===== config.mk =====
export PLATFORM = sky130hd
export DESIGN_NAME = pixel_array_window_readout
export DESIGN_NICKNAME = d
export VERILOG_FILES = /design/src/logic/readout_pkg.sv /design/src/logic/readout_axis_map.sv /design/src/logic/readout_fifo.sv /design/src/logic/pixel_array_window_readout.sv
export SDC_FILE = /design/constraint.sdc
export NUM_CORES = 1
export LEC_CHECK = 0
export BUFFER_PORTS_ARGS = -buffer_cell sky130_fd_sc_hd__buf_2
export CORE_MARGIN = 2
export CORE_UTILIZATION = 55
export CTS_CLUSTER_DIAMETER = 50
export CTS_CLUSTER_SIZE = 20
export DETAILED_ROUTE_END_ITERATION = 6
export PLACE_DENSITY = 0.77
export SKIP_CTS_REPAIR_TIMING = 1
export SLEW_MARGIN = 15
export SYNTH_ARGS = -nofsm -noshare
export SYNTH_HDL_FRONTEND = slang
export SYNTH_SLANG_ARGS = --single-unit

===== constraint.sdc =====
create_clock -name core_clk_i -period 5.6 [get_ports core_clk_i]
set_input_delay 0.84 -clock core_clk_i [delete_from_list [all_inputs] [get_ports core_clk_i]]
set_output_delay 0.84 -clock core_clk_i [all_outputs]
set_load 0.005 [all_outputs]

===== src/logic/readout_pkg.sv =====
// Constants and types shared by the pixel array readout sequencer
// Notes on behaviour
// - Full array 728x548 read when config 00
// - Colour fixed by row and column parity
// - EvenEven blue, EvenOdd G1, OddEven G2, OddOdd red
// - Eight shielded rows feed black calibration only
// - Programmable horizontal and vertical blanking
// - Config 01 reads only the programmed window
// - Line and frame length follow window size
// - Window pans over 640x480 plus 88x68 border
// - Flip reads rows in reverse order
// - Mirror reads columns in reverse order
// - Flip and mirror work in every mode
// - Config field sits at 0x0006 bits 3:2
package readout_pkg;

  // ----------------------------------------------------------------
  // Array geometry
  // ----------------------------------------------------------------
  localparam int unsigned ARRAY_COLS = 728;
  localparam int unsigned ARRAY_ROWS = 548;
  localparam int unsigned BLACK_ROWS = 8;
  localparam logic [9:0]  FULL_COL_LAST = 10'(ARRAY_COLS - 1);
  localparam logic [9:0]  FULL_ROW_LAST = 10'(ARRAY_ROWS - 1);
  localparam logic [15:0] BLACK_LINE_LAST = 16'(BLACK_ROWS - 1);

  // ----------------------------------------------------------------
  // Register offsets
  // ----------------------------------------------------------------
  localparam logic [15:0] OFF_READOUT_CFG   = 16'h0006;
  localparam logic [15:0] OFF_ROW_START_HI  = 16'h0050;
  localparam logic [15:0] OFF_ROW_START_LO  = 16'h0051;
  localparam logic [15:0] OFF_ROW_END_HI    = 16'h0052;
  localparam logic [15:0] OFF_ROW_END_LO    = 16'h0053;
  localparam logic [15:0] OFF_COL_START_HI  = 16'h0054;
  localparam logic [15:0] OFF_COL_START_LO  = 16'h0055;
  localparam logic [15:0] OFF_COL_END_HI    = 16'h0056;
  localparam logic [15:0] OFF_COL_END_LO    = 16'h0057;
  localparam logic [15:0] OFF_READOUT_CTRL  = 16'h0058;
  localparam logic [15:0] OFF_HBLANK_HI     = 16'h0059;
  localparam logic [15:0] OFF_HBLANK_LO     = 16'h005A;
  localparam logic [15:0] OFF_VBLANK_HI     = 16'h005B;
  localparam logic [15:0] OFF_VBLANK_LO     = 16'h005C;
  localparam logic [15:0] OFF_STATUS        = 16'h005D;
  localparam logic [15:0] OFF_BLACK_HI      = 16'h005E;
  localparam logic [15:0] OFF_BLACK_LO      = 16'h005F;
  localparam logic [15:0] OFF_FRAME_COUNT   = 16'h0060;

  // ----------------------------------------------------------------
  // Field positions and codes
  // ----------------------------------------------------------------
  localparam int unsigned CFG_LSB        = 2;
  localparam int unsigned CFG_MSB        = 3;
  localparam logic [1:0]  CFG_FULL       = 2'h0;
  localparam logic [1:0]  CFG_WINDOW     = 2'h1;
  localparam int unsigned CTRL_MIRROR    = 0;
  localparam int unsigned CTRL_FLIP      = 1;
  localparam int unsigned CTRL_RUN       = 2;
  localparam int unsigned STAT_ACTIVE    = 0;
  localparam int unsigned STAT_BLACK     = 1;
  localparam int unsigned STAT_VBLANK    = 2;
  localparam int unsigned BLACK_AVG_SHIFT = 6;

  // ----------------------------------------------------------------
  // Values after reset
  // ----------------------------------------------------------------
  localparam logic [1:0]  CFG_RST        = 2'h0;
  localparam logic [9:0]  ROW_START_RST  = 10'h000;
  localparam logic [9:0]  COL_START_RST  = 10'h000;
  localparam logic [9:0]  ROW_END_RST    = FULL_ROW_LAST;
  localparam logic [9:0]  COL_END_RST    = FULL_COL_LAST;
  localparam logic        MIRROR_RST     = 1'b0;
  localparam logic        FLIP_RST       = 1'b0;
  localparam logic        RUN_RST        = 1'b0;
  localparam logic [15:0] HBLANK_RST     = 16'h0010;
  localparam logic [15:0] VBLANK_RST     = 16'h0004;

  // Colour of a site, indexed by {row parity, column parity}
  typedef enum logic [1:0] {
    COLOUR_BLUE,
    COLOUR_GREEN_ONE,
    COLOUR_GREEN_TWO,
    COLOUR_RED
  } colour_t;

endpackage


===== src/logic/readout_axis_map.sv =====
// Maps a readout offset to an array coordinate, forward or reversed
`timescale 1ns/1ns
module readout_axis_map #(
  parameter int unsigned COORD_W = 10
) (
  input  wire logic [COORD_W-1:0] offset_i,
  input  wire logic [COORD_W-1:0] start_i,
  input  wire logic [COORD_W-1:0] end_i,
  input  wire logic               reverse_i,
  output logic      [COORD_W-1:0] coord_o
);

  // ----------------------------------------------------------------
  // Forward counts up from start, reverse counts down from end
  // ----------------------------------------------------------------
  always_comb begin
    if (reverse_i) begin
      coord_o = end_i - offset_i;
    end else begin
      coord_o = start_i + offset_i;
    end
  end

endmodule


===== src/logic/readout_fifo.sv =====
// Small valid/ready buffer between the sequencer and the pipeline
`timescale 1ns/1ns
module readout_fifo #(
  parameter int unsigned WIDTH = 14,
  parameter int unsigned DEPTH = 2
) (
  input  wire logic             core_clk_i,
  input  wire logic             resetn_i,
  input  wire logic             ce_i,
  input  wire logic             in_valid_i,
  output logic                  in_ready_o,
  input  wire logic [WIDTH-1:0] in_data_i,
  output logic                  out_valid_o,
  input  wire logic             out_ready_i,
  output logic      [WIDTH-1:0] out_data_o
);

  localparam int unsigned PTR_W = (DEPTH > 1) ? $clog2(DEPTH) : 1;
  localparam int unsigned CNT_W = $clog2(DEPTH + 1);

  typedef struct packed {
    logic [DEPTH-1:0][WIDTH-1:0] mem;
    logic [PTR_W-1:0]            wr_ptr;
    logic [PTR_W-1:0]            rd_ptr;
    logic [CNT_W-1:0]            count;
  } fifo_state_t;

  fifo_state_t s;
  fifo_state_t next_s;
  logic        push;
  logic        pop;

  // ----------------------------------------------------------------
  // Handshakes, frozen while the clock enable is low
  // ----------------------------------------------------------------
  assign in_ready_o  = ce_i && (s.count != CNT_W'(DEPTH));
  assign out_valid_o = ce_i && (s.count != '0);
  assign out_data_o  = s.mem[s.rd_ptr];
  assign push        = in_valid_i && in_ready_o;
  assign pop         = out_valid_o && out_ready_i;

  always_comb begin
    next_s = s;
    if (push) begin
      next_s.mem[s.wr_ptr] = in_data_i;
      next_s.wr_ptr = (s.wr_ptr == PTR_W'(DEPTH - 1)) ? '0 : s.wr_ptr + 1'b1;
    end
    if (pop) begin
      next_s.rd_ptr = (s.rd_ptr == PTR_W'(DEPTH - 1)) ? '0 : s.rd_ptr + 1'b1;
    end
    if (push && !pop) begin
      next_s.count = s.count + 1'b1;
    end else if (pop && !push) begin
      next_s.count = s.count - 1'b1;
    end
  end

  always_ff @(posedge core_clk_i or negedge resetn_i) begin
    if (!resetn_i) begin
      s <= '0;
    end else if (ce_i) begin
      s <= next_s;
    end
  end

endmodule


===== src/logic/pixel_array_window_readout.sv =====
// Readout sequencer for the pixel array: window, flip, mirror, blanking
//
// Implementation choice: the strobed register port.
`timescale 1ns/1ns
module pixel_array_window_readout #(
  parameter int unsigned PIX_W     = 10,
  parameter int unsigned BUF_DEPTH = 2
) (
  input  wire logic              core_clk_i,
  input  wire logic              resetn_i,
  input  wire logic              ce_i,
  input  wire logic [15:0]       reg_addr_i,
  input  wire logic [7:0]        reg_wdata_i,
  input  wire logic              reg_wr_i,
  input  wire logic              reg_rd_i,
  output logic      [7:0]        reg_rdata_o,
  output logic      [9:0]        array_row_o,
  output logic      [9:0]        array_col_o,
  output logic                   array_black_o,
  output logic                   array_rd_o,
  input  wire logic [PIX_W-1:0]  array_pix_i,
  output logic                   out_valid_o,
  input  wire logic              out_ready_i,
  output logic      [PIX_W-1:0]  out_pix_o,
  output logic      [1:0]        out_colour_o,
  output logic                   out_sof_o,
  output logic                   out_eol_o
);

  localparam int unsigned WORD_W = PIX_W + 4;

  typedef enum logic [1:0] {
    PH_IDLE,
    PH_BLACK,
    PH_ACTIVE,
    PH_VBLANK
  } phase_t;

  typedef struct packed {
    logic [1:0]  cfg;
    logic [9:0]  row_start;
    logic [9:0]  row_end;
    logic [9:0]  col_start;
    logic [9:0]  col_end;
    logic        mirror;
    logic        flip;
    logic        run;
    logic [15:0] hblank;
    logic [15:0] vblank;
    logic [9:0]  act_row_start;
    logic [9:0]  act_row_end;
    logic [9:0]  act_col_start;
    logic [9:0]  act_col_end;
    logic        act_mirror;
    logic        act_flip;
    logic [15:0] act_hblank;
    logic [15:0] act_vblank;
    phase_t      phase;
    logic [16:0] col;
    logic [15:0] line;
    logic [15:0] black_acc;
    logic [7:0]  frames;
    logic [7:0]  rd_data;
  } state_t;

  state_t           s;
  state_t           next_s;
  logic [10:0]      width;
  logic [10:0]      height;
  logic [16:0]      line_last;
  logic [15:0]      active_last;
  logic             in_pixel;
  logic             emit;
  logic             advance;
  logic [9:0]       map_row;
  logic [9:0]       map_col;
  logic [7:0]       rd_word;
  logic             buf_ready;
  logic             word_sof;
  logic             word_eol;
  logic [1:0]       word_colour;
  logic [WORD_W-1:0] buf_out;
  logic [9:0]       black_level;

  // ----------------------------------------------------------------
  // Geometry of the frame in progress
  // ----------------------------------------------------------------
  assign width       = 11'(s.act_col_end) - 11'(s.act_col_start) + 11'h001;
  assign height      = 11'(s.act_row_end) - 11'(s.act_row_start) + 11'h001;
  assign line_last   = 17'(width) + 17'(s.act_hblank) - 17'h0_0001;
  assign active_last = 16'(height) - 16'h0001;
  assign in_pixel    = (s.col < 17'(width));
  assign emit        = (s.phase == PH_ACTIVE) && in_pixel;
  assign advance     = !emit || buf_ready;
  assign black_level = 10'(s.black_acc >> readout_pkg::BLACK_AVG_SHIFT);

  readout_axis_map #(
    .COORD_W (10)
  ) u_row_map (
    .offset_i  (s.line[9:0]),
    .start_i   (s.act_row_start),
    .end_i     (s.act_row_end),
    .reverse_i (s.act_flip),
    .coord_o   (map_row)
  );

  readout_axis_map #(
    .COORD_W (10)
  ) u_col_map (
    .offset_i  (s.col[9:0]),
    .start_i   (s.act_col_start),
    .end_i     (s.act_col_end),
    .reverse_i (s.act_mirror),
    .coord_o   (map_col)
  );

  // ----------------------------------------------------------------
  // Array addressing and outgoing word
  // ----------------------------------------------------------------
  assign array_black_o = (s.phase == PH_BLACK);
  assign array_row_o   = array_black_o ? 10'(s.line[2:0]) : map_row;
  assign array_col_o   = map_col;
  assign array_rd_o    = ce_i && ((s.phase == PH_ACTIVE) || array_black_o) && in_pixel;
  assign word_colour   = {map_row[0], map_col[0]};
  assign word_sof      = (s.line == 16'h0000) && (s.col == 17'h0_0000);
  assign word_eol      = (s.col == 17'(width) - 17'h0_0001);

  readout_fifo #(
    .WIDTH (WORD_W),
    .DEPTH (BUF_DEPTH)
  ) u_out_buf (
    .core_clk_i  (core_clk_i),
    .resetn_i    (resetn_i),
    .ce_i        (ce_i),
    .in_valid_i  (emit),
    .in_ready_o  (buf_ready),
    .in_data_i   ({word_sof, word_eol, word_colour, array_pix_i}),
    .out_valid_o (out_valid_o),
    .out_ready_i (out_ready_i),
    .out_data_o  (buf_out)
  );

  assign out_sof_o    = buf_out[WORD_W-1];
  assign out_eol_o    = buf_out[WORD_W-2];
  assign out_colour_o = buf_out[WORD_W-3:WORD_W-4];
  assign out_pix_o    = buf_out[PIX_W-1:0];
  assign reg_rdata_o  = s.rd_data;

  // ----------------------------------------------------------------
  // Register read mux
  // ----------------------------------------------------------------
  always_comb begin
    rd_word = 8'h00;
    case (reg_addr_i)
      readout_pkg::OFF_READOUT_CFG:  rd_word = 8'(s.cfg) << readout_pkg::CFG_LSB;
      readout_pkg::OFF_ROW_START_HI: rd_word = 8'(s.row_start[9:8]);
      readout_pkg::OFF_ROW_START_LO: rd_word = s.row_start[7:0];
      readout_pkg::OFF_ROW_END_HI:   rd_word = 8'(s.row_end[9:8]);
      readout_pkg::OFF_ROW_END_LO:   rd_word = s.row_end[7:0];
      readout_pkg::OFF_COL_START_HI: rd_word = 8'(s.col_start[9:8]);
      readout_pkg::OFF_COL_START_LO: rd_word = s.col_start[7:0];
      readout_pkg::OFF_COL_END_HI:   rd_word = 8'(s.col_end[9:8]);
      readout_pkg::OFF_COL_END_LO:   rd_word = s.col_end[7:0];
      readout_pkg::OFF_READOUT_CTRL: begin
        rd_word[readout_pkg::CTRL_MIRROR] = s.mirror;
        rd_word[readout_pkg::CTRL_FLIP]   = s.flip;
        rd_word[readout_pkg::CTRL_RUN]    = s.run;
      end
      readout_pkg::OFF_HBLANK_HI:    rd_word = s.hblank[15:8];
      readout_pkg::OFF_HBLANK_LO:    rd_word = s.hblank[7:0];
      readout_pkg::OFF_VBLANK_HI:    rd_word = s.vblank[15:8];
      readout_pkg::OFF_VBLANK_LO:    rd_word = s.vblank[7:0];
      readout_pkg::OFF_STATUS: begin
        rd_word[readout_pkg::STAT_ACTIVE] = (s.phase != PH_IDLE);
        rd_word[readout_pkg::STAT_BLACK]  = (s.phase == PH_BLACK);
        rd_word[readout_pkg::STAT_VBLANK] = (s.phase == PH_VBLANK);
      end
      readout_pkg::OFF_BLACK_HI:     rd_word = 8'(black_level[9:8]);
      readout_pkg::OFF_BLACK_LO:     rd_word = black_level[7:0];
      readout_pkg::OFF_FRAME_COUNT:  rd_word = s.frames;
      default:                       rd_word = 8'h00;
    endcase
  end

  // ----------------------------------------------------------------
  // Next state: registers and sequencer
  // ----------------------------------------------------------------
  always_comb begin
    next_s = s;
    next_s.rd_data = reg_rd_i ? rd_word : 8'h00;
    if (reg_wr_i) begin
      case (reg_addr_i)
        readout_pkg::OFF_READOUT_CFG: begin
          next_s.cfg = reg_wdata_i[readout_pkg::CFG_MSB:readout_pkg::CFG_LSB];
        end
        readout_pkg::OFF_ROW_START_HI: next_s.row_start[9:8] = reg_wdata_i[1:0];
        readout_pkg::OFF_ROW_START_LO: next_s.row_start[7:0] = reg_wdata_i;
        readout_pkg::OFF_ROW_END_HI:   next_s.row_end[9:8]   = reg_wdata_i[1:0];
        readout_pkg::OFF_ROW_END_LO:   next_s.row_end[7:0]   = reg_wdata_i;
        readout_pkg::OFF_COL_START_HI: next_s.col_start[9:8] = reg_wdata_i[1:0];
        readout_pkg::OFF_COL_START_LO: next_s.col_start[7:0] = reg_wdata_i;
        readout_pkg::OFF_COL_END_HI:   next_s.col_end[9:8]   = reg_wdata_i[1:0];
        readout_pkg::OFF_COL_END_LO:   next_s.col_end[7:0]   = reg_wdata_i;
        readout_pkg::OFF_READOUT_CTRL: begin
          next_s.mirror = reg_wdata_i[readout_pkg::CTRL_MIRROR];
          next_s.flip   = reg_wdata_i[readout_pkg::CTRL_FLIP];
          next_s.run    = reg_wdata_i[readout_pkg::CTRL_RUN];
        end
        readout_pkg::OFF_HBLANK_HI:    next_s.hblank[15:8] = reg_wdata_i;
        readout_pkg::OFF_HBLANK_LO:    next_s.hblank[7:0]  = reg_wdata_i;
        readout_pkg::OFF_VBLANK_HI:    next_s.vblank[15:8] = reg_wdata_i;
        readout_pkg::OFF_VBLANK_LO:    next_s.vblank[7:0]  = reg_wdata_i;
        default: ;
      endcase
    end
    if (array_black_o && in_pixel) begin
      next_s.black_acc = s.black_acc + 16'(array_pix_i)
                         - (s.black_acc >> readout_pkg::BLACK_AVG_SHIFT);
    end
    case (s.phase)
      PH_IDLE: begin
        if (s.run) begin
          next_s.act_mirror = s.mirror;
          next_s.act_flip   = s.flip;
          next_s.act_hblank = s.hblank;
          next_s.act_vblank = s.vblank;
          if (s.cfg == readout_pkg::CFG_WINDOW) begin
            next_s.act_row_start = s.row_start;
            next_s.act_row_end   = s.row_end;
            next_s.act_col_start = s.col_start;
            next_s.act_col_end   = s.col_end;
          end else begin
            next_s.act_row_start = 10'h000;
            next_s.act_row_end   = readout_pkg::FULL_ROW_LAST;
            next_s.act_col_start = 10'h000;
            next_s.act_col_end   = readout_pkg::FULL_COL_LAST;
          end
          next_s.col   = 17'h0_0000;
          next_s.line  = 16'h0000;
          next_s.phase = PH_BLACK;
        end
      end
      PH_BLACK, PH_ACTIVE, PH_VBLANK: begin
        if (advance) begin
          if (s.col == line_last) begin
            next_s.col  = 17'h0_0000;
            next_s.line = s.line + 16'h0001;
            if (s.phase == PH_BLACK && s.line == readout_pkg::BLACK_LINE_LAST) begin
              next_s.line  = 16'h0000;
              next_s.phase = PH_ACTIVE;
            end else if (s.phase == PH_ACTIVE && s.line == active_last) begin
              next_s.line  = 16'h0000;
              next_s.phase = (s.act_vblank == 16'h0000) ? PH_IDLE : PH_VBLANK;
              next_s.frames = (s.act_vblank == 16'h0000) ? s.frames + 8'h01 : s.frames;
            end else if (s.phase == PH_VBLANK && s.line == s.act_vblank - 16'h0001) begin
              next_s.line   = 16'h0000;
              next_s.phase  = PH_IDLE;
              next_s.frames = s.frames + 8'h01;
            end
          end else begin
            next_s.col = s.col + 17'h0_0001;
          end
        end
      end
      default: begin
        next_s.phase = PH_IDLE;
      end
    endcase
  end

  // ----------------------------------------------------------------
  // State register
  // ----------------------------------------------------------------
  always_ff @(posedge core_clk_i or negedge resetn_i) begin
    if (!resetn_i) begin
      s               <= '0;
      s.cfg           <= readout_pkg::CFG_RST;
      s.row_start     <= readout_pkg::ROW_START_RST;
      s.row_end       <= readout_pkg::ROW_END_RST;
      s.col_start     <= readout_pkg::COL_START_RST;
      s.col_end       <= readout_pkg::COL_END_RST;
      s.mirror        <= readout_pkg::MIRROR_RST;
      s.flip          <= readout_pkg::FLIP_RST;
      s.run           <= readout_pkg::RUN_RST;
      s.hblank        <= readout_pkg::HBLANK_RST;
      s.vblank        <= readout_pkg::VBLANK_RST;
      s.act_row_end   <= readout_pkg::ROW_END_RST;
      s.act_col_end   <= readout_pkg::COL_END_RST;
      s.act_hblank    <= readout_pkg::HBLANK_RST;
      s.act_vblank    <= readout_pkg::VBLANK_RST;
      s.phase         <= PH_IDLE;
    end else if (ce_i) begin
      s <= next_s;
    end
  end

endmodule


# Word level (Yosys, flattened, before mapping)
# Cells that the tools add are included.
# totals
inputBits	40
elab_cells	179
out_inout_bits	45
regBits	250
# classes
reduce_logical	52
n_bitwise	1
eq_ne	33
magnitude_cmp	4
n_mux	32
n_addsub	22
# op_table
cell	n
== test 16 x 7 -> 1 bit (second input constant)	17
two-way mux 35 bit	2
one-hot mux 35 bit (2 select lines)	1
two-way mux 16 bit	4
one-hot mux 5 bit (11 select lines)	1
one-hot mux 3 bit (18 select lines)	1
AND reduction 3 bit	16
two-way mux 14 bit	3
two-way mux 40 bit	1
== test 17 bit	2
== test 16 bit	2
== test 16 x 3 -> 1 bit (second input constant)	2
logical NOT 16 bit	2
two-way mux 8 bit	4
two-way mux 10 bit	3
bitwise mux 28 bit	1
subtractor 11 x 1 -> 12 bit (second input constant)	2
adder 11 x 1 -> 11 bit (second input constant)	2
subtractor 10 x 10 -> 11 bit	2
adder 10 bit	2
subtractor 10 bit	2
adder 11 x 16 -> 17 bit	1
adder 17 x 1 -> 17 bit (second input constant)	1
logical NOT 17 bit	1
other kinds (32)	69

# Depth between registers and ports, before layout
# depth
ltp_word	10
depth_mapped	25
ltp_nobuf	23

# By module
# From an unflattened synthesis, not the netlist that was laid out.
# hier_totals
cells_unflattened	1960
area_unflattened_um2	18366.4
# by_module_without_submodules
module	area_each_um2	cells_each	instances	seq_area_each_um2
pixel_array_window_readout	15104.5	1616	1	5487.8
readout_axis_map	880.8	125	2	0.0
readout_fifo	1500.2	94	1	800.8

# Least setup slack after synthesis
# OpenSTA, ideal clock, no wires.
# synth_path
path_type	register to register
from	reg s[102] (netlist bit)
to	reg s[9] (netlist bit)
setup_slack_ps	161
period_less_slack_ps	5439
t_arrival_ps	5311
path_buffers	1
stages_incl_launch_ff	24
cell_sequence	dfstp_2 > inv_1 > ha_1 > inv_1 > ha_1 > inv_1 > fa_1 > nor2b_1 > o31a_1 > o21a_1 > a21oi_1 > xnor2_1 > xnor2_1 > ha_1 > clkbuf_1 > a21oi_1 > a21oi_1 > or4_1 > nand4b_1 > nor4bb_1 > and3_1 > nand2_1 > a211o_1 > mux2_1
# synth_between
elab_chain_cells	7
word_cells_on_any_way	10
classes_between	add/sub (4); order compare (1); eq/ne (1); reduce/logical (4)
# synth_lines
item	line_no	rtl
start: declaration	pixel_array_window_readout.sv:66	state_t s;
start signal: assignment	pixel_array_window_readout.sv:293	s <= next_s;
subtractor 10 x 10 -> 11 bit (*)	pixel_array_window_readout.sv:88	assign width = 11'(s.act_col_end) - 11'(s.act_col_start) + 11'h001;
adder 11 x 1 -> 11 bit (*)	pixel_array_window_readout.sv:88	
parallel branches: the longest is 4 deep, another holds adder 11 x 16 -> 17 bit	--	
AND reduction 7 bit (no line) (*)	--	
# Every way passes the cells marked *.
# A chain may end at the register's enable or synchronous reset.

# Worst setup path in the final report
# layout_path
from	reg s[102] (netlist bit)
to	out array_rd_o
# layout_between
elab_chain_cells	4
# layout_lines
item	line_no	rtl
subtractor 10 x 10 -> 11 bit	pixel_array_window_readout.sv:88	
adder 11 x 1 -> 11 bit	pixel_array_window_readout.sv:88	
< comparator 17 x 11 -> 1 bit	pixel_array_window_readout.sv:92	assign in_pixel = (s.col < 17'(width));
logical AND 1 bit	pixel_array_window_readout.sv:123	assign array_rd_o = ce_i && ((s.phase == PH_ACTIVE) || array_black_o) && in_pixel;
end: declaration	pixel_array_window_readout.sv:20	output logic array_rd_o,
# No other way between the ends.

==> insert_results.sql <==
INSERT INTO impl_metrics (metric_group, metric, value, unit) VALUES
('clock_tree', 'tritoncts', 'done', ''),
('detailed_routing', 'avgRoutedWirePerCell', '20.3', 'um'),
('critical_path', 'critPathArrivalTime', '4.57', 'ns'),
('timing', 'timing_worst_slew_pin_value', '1.19', 'ns'),
('yosys', 'yosys.area.top_type_share', '0.306', ''),
('yosys', 'synthesis.area', '18300', 'sq um'),
('yosys', 'yosys_warnings', '0', ''),
('placed_design', 'place_worst_setup_slack', '-0.202', 'ns'),
('global_routing', 'grt_pass1_vias', '15000', ''),
('yosys', 'synth.yosys.seq_area_share', '0.343', ''),
('cells_and_area', 'finalInstanceArea', '20500', 'sq um'),
('timing', 'hold_viol', '0', ''),
('floorplanning', 'placement_rows', '66', ''),
('yosys', 'synth.most_common_cell', 'sky130_fd_sc_hd__dfrtp_1', ''),
('global_routing', 'globalRoute.totalOverflow', '0', ''),
('yosys', 'synth_area_per_cell', '9.22', 'sq um'),
('floorplanning', 'design.die.area', '34800', 'sq um'),
('yosys', 'yosysTopAreaCell', 'sky130_fd_sc_hd__dfrtp_1', ''),
('timing', 'post-route-min-period', '5.41', 'ns'),
('status', 'status', 'complete, no violations', ''),
('cells_and_area', 'layout-drive-gt1-share', '0.201', ''),
('global_routing', 'global_route.usage.total', '0.291', ''),
('pwr', 'p_total', '0.00553', 'W'),
('global_routing', 'wire_length_of_the_first_global_routing_pass', '81.6', 'mm'),
('clock_tree', 'tritoncts.num_buffers', '28', ''),
('placed_design', 'numPortBuffers', '84', ''),
('critical_path', 'sort_of_element_at_the_start_of_the_critical_path', 'register', ''),
('clock_tree', 'worst_path_clk_slew', '0.07', 'ns'),
('timing', 'relSlewSlack', '0.202', ''),
('placed_design', 'routabilityCongestion', '0.975', ''),
('yosys', 'async_reset_ff_frac', '1.00', ''),
('detailed_routing', 'detailedRoute.firstIterationViolations', '1488', ''),
('worst_hold_path', 'min_path_type', 'in -> async', ''),
('floorplanning', 'boundaryPins', '85', ''),
('detailed_routing', 'routed_wirelength', '51.4', 'mm'),
('global_routing', 'grt_max_degree', '128', ''),
('pwr', 'power.share.combinational', '0.264', ''),
('job', 'max_cap_viol_count', '0', ''),
('placed_design', 'cell_area_reported_after_detailed_placement', '19300', 'sq um'),
('floorplanning', 'core_area', '32700', 'sq um'),
('yosys', 'syn-num-nets', '2179', ''),
('timing', 'share_of_the_clock_period_used_by_the_worst_path', '0.967', ''),
('timing', 'final.setup.worst_slack', '0.186', 'ns'),
('critical_path', 'critPathCaptureType', 'output pin', ''),
('placed_design', 'hpwl', '39.0', 'mm'),
('pwr', 'seqPwrFrac', '0.391', ''),
('floorplanning', 'overall_die_width', '187', 'um'),
('yosys', 'synth_top_cells_by_count', '224 x sky130_fd_sc_hd__dfrtp_1, 182 x sky130_fd_sc_hd__inv_1, 180 x sky130_fd_sc_hd__nand2_1', ''),
('cells_and_area', 'area_occupied_by_multi_input_gates', '11200', 'sq um'),
('timing', 'setup_violations', '0', ''),
('detailed_routing', 'route.vias.total', '15600', ''),
('pwr', 'internal_power', '0.00371', 'W'),
('detailed_routing', 'detail_route.drc_violations', '0', ''),
('yosys', 'syn-instance-count', '1989', ''),
('yosys', 'synth_ff_type', 'sky130_fd_sc_hd__dfrtp_1', ''),
('global_routing', 'antenna_found_initial', '2', ''),
('clock_tree', 'clk_path_buf_depth', '3', ''),
('detailed_routing', 'final_antenna_net_count', '0', ''),
('critical_path', 'cp_max_fo', '5', ''),
('clock_tree', 'tritoncts_num_sinks', '250', ''),
('critical_path', 'path_class', 'reg -> out', ''),
('timing', 'final_max_slew_viol_count', '0', ''),
('cells_and_area', 'fillerInstances', '2755', ''),
('floorplanning', 'floorplan.initialDensity', '0.561', ''),
('yosys', 'synth_area_leaders', 'sky130_fd_sc_hd__dfrtp_1 31%, sky130_fd_sc_hd__mux2_2 9.3%, sky130_fd_sc_hd__ha_1 9.1%', ''),
('yosys', 'ys_ff_latch', '250', ''),
('timing', 'totalNegativeSetupSlack', '0', 'ns'),
('detailed_routing', 'via_per_inst', '6.17', ''),
('timing', 'skew', '0.0212', 'ns'),
('cells_and_area', 'area.growth.synth_to_final', '11.8', '%'),
('clock_tree', 'insertion_delay_of_the_later_clocked_pin_in_the_worst_skew_pair', '0.55', 'ns');
[metrics by stage]
step                 util  hold WS [ns]  std cells
floorplan               -         0.442       1989
global placement    0.590         0.457       2465
detailed placement  0.590         0.467       2465
CTS                 0.619         0.450       2517
global route        0.627         0.471       2526
finish              0.627         0.402       2526
[final timing paths]
check / startpoint / end / slack (ns) / cells after the start
worst max register to register: s[102]$_DFFE_PN1P_ / s[43]$_DFFE_PN0P_ / 0.19 / 23
max in group asynchronous: resetn_i / s[42]$_DFFE_PN0P_ / 3.99 / 2
min in group core_clk_i: u_out_buf.s[26]$_DFFE_PN0P_ / u_out_buf.s[26]$_DFFE_PN0P_ / 0.48 / 2
worst max-delay path: s[102]$_DFFE_PN1P_ / array_rd_o / 0.19 / 19
worst min-delay path: resetn_i / s[199]$_DFFE_PN0P_ / 0.40 / 1
worst min register to register: u_out_buf.s[26]$_DFFE_PN0P_ / u_out_buf.s[26]$_DFFE_PN0P_ / 0.48 / 2
[flip-flops by register name, summed over array words and instances (netlist names)]
register / count
s: 200
reg_rdata_o: 8
u_out_buf.s: 32
black_level: 10
[logic make-up after synthesis]
logic type               synth area share
buffers and inverters              0.0569
XOR/XNOR                           0.0626
AO/OA/AOI/OAI                       0.164
adder cells (fa/ha/maj)             0.110
flip-flops                          0.343
multiplexers                        0.105
AND/OR/NAND/NOR                     0.159
[layout by cell type, fill, tap and decap left out, types with 23 or more instances in the layout]
cell	instances
sky130_fd_sc_hd__nand2_1	178
sky130_fd_sc_hd__a21o_1	24
sky130_fd_sc_hd__nand2b_1	26
sky130_fd_sc_hd__xor2_1	45
sky130_fd_sc_hd__and3_1	32
sky130_fd_sc_hd__nor2b_1	23
sky130_fd_sc_hd__ha_1	130
sky130_fd_sc_hd__nor3_1	40
sky130_fd_sc_hd__a21oi_1	69
sky130_fd_sc_hd__dfrtp_1	224
sky130_fd_sc_hd__nand3_1	43
sky130_fd_sc_hd__o21ai_0	137
sky130_fd_sc_hd__nor2_1	113
sky130_fd_sc_hd__mux2_2	151
sky130_fd_sc_hd__clkbuf_16	30
sky130_fd_sc_hd__inv_1	182
sky130_fd_sc_hd__dfstp_2	26
sky130_fd_sc_hd__buf_4	40
sky130_fd_sc_hd__buf_2	83
sky130_fd_sc_hd__xnor2_1	80
[worst max-delay path: stages, from the launching register on]
cell	delay (ns)
sky130_fd_sc_hd__dfstp_2	0.54
sky130_fd_sc_hd__inv_1	0.05
sky130_fd_sc_hd__ha_1	0.27
sky130_fd_sc_hd__inv_1	0.04
sky130_fd_sc_hd__ha_2	0.18
sky130_fd_sc_hd__inv_1	0.07
sky130_fd_sc_hd__fa_2	0.21
sky130_fd_sc_hd__nor2b_2	0.05
sky130_fd_sc_hd__o31a_1	0.33
sky130_fd_sc_hd__a21o_1	0.21
sky130_fd_sc_hd__buf_4	0.16
sky130_fd_sc_hd__ha_1	0.19
sky130_fd_sc_hd__a211o_1	0.27
sky130_fd_sc_hd__o22a_1	0.19
sky130_fd_sc_hd__maj3_1	0.36
sky130_fd_sc_hd__o311ai_0	0.15
sky130_fd_sc_hd__a221o_1	0.32
sky130_fd_sc_hd__nand2_2	0.14
sky130_fd_sc_hd__nor2_4	0.16
sky130_fd_sc_hd__buf_2	0.13
[power by group through the flow]
| stage | Combinational, W | Sequential [W] | Clock, W |
|---|---|---|---|
| 3_3_place_gp | 0.00135 | 0.00218 | 0 |
| 5_1_grt | 0.00162 | 0.00219 | 0.00200 |
| 2_1_floorplan | 0.00100 | 0.00208 | 0 |
| 3_5_place_dp | 0.00140 | 0.00219 | 0 |
| 4_1_cts | 0.00141 | 0.00216 | 0.00192 |
| 6_report | 0.00146 | 0.00216 | 0.00190 |
[layout make-up]
class                   count  area share
clock inverters            18      0.0106
inverters                 183      0.0335
multi-input cells        1471       0.546
clock buffers              34      0.0363
repair buffers            128      0.0398
well taps                 442      0.0270
flip-flops and latches    250       0.307
[metal layers]
| metal | wire length, um | GRT usage |
|---|---|---|
| met1 | 22100 | 0.408 |
| met2 | 23300 | 0.466 |
| met3 | 4020 | 0.0425 |
| met4 | 1940 | 0.0980 |
| met5 | 0 | 0 |
Note: power is estimated with default switching activity, not from simulation.
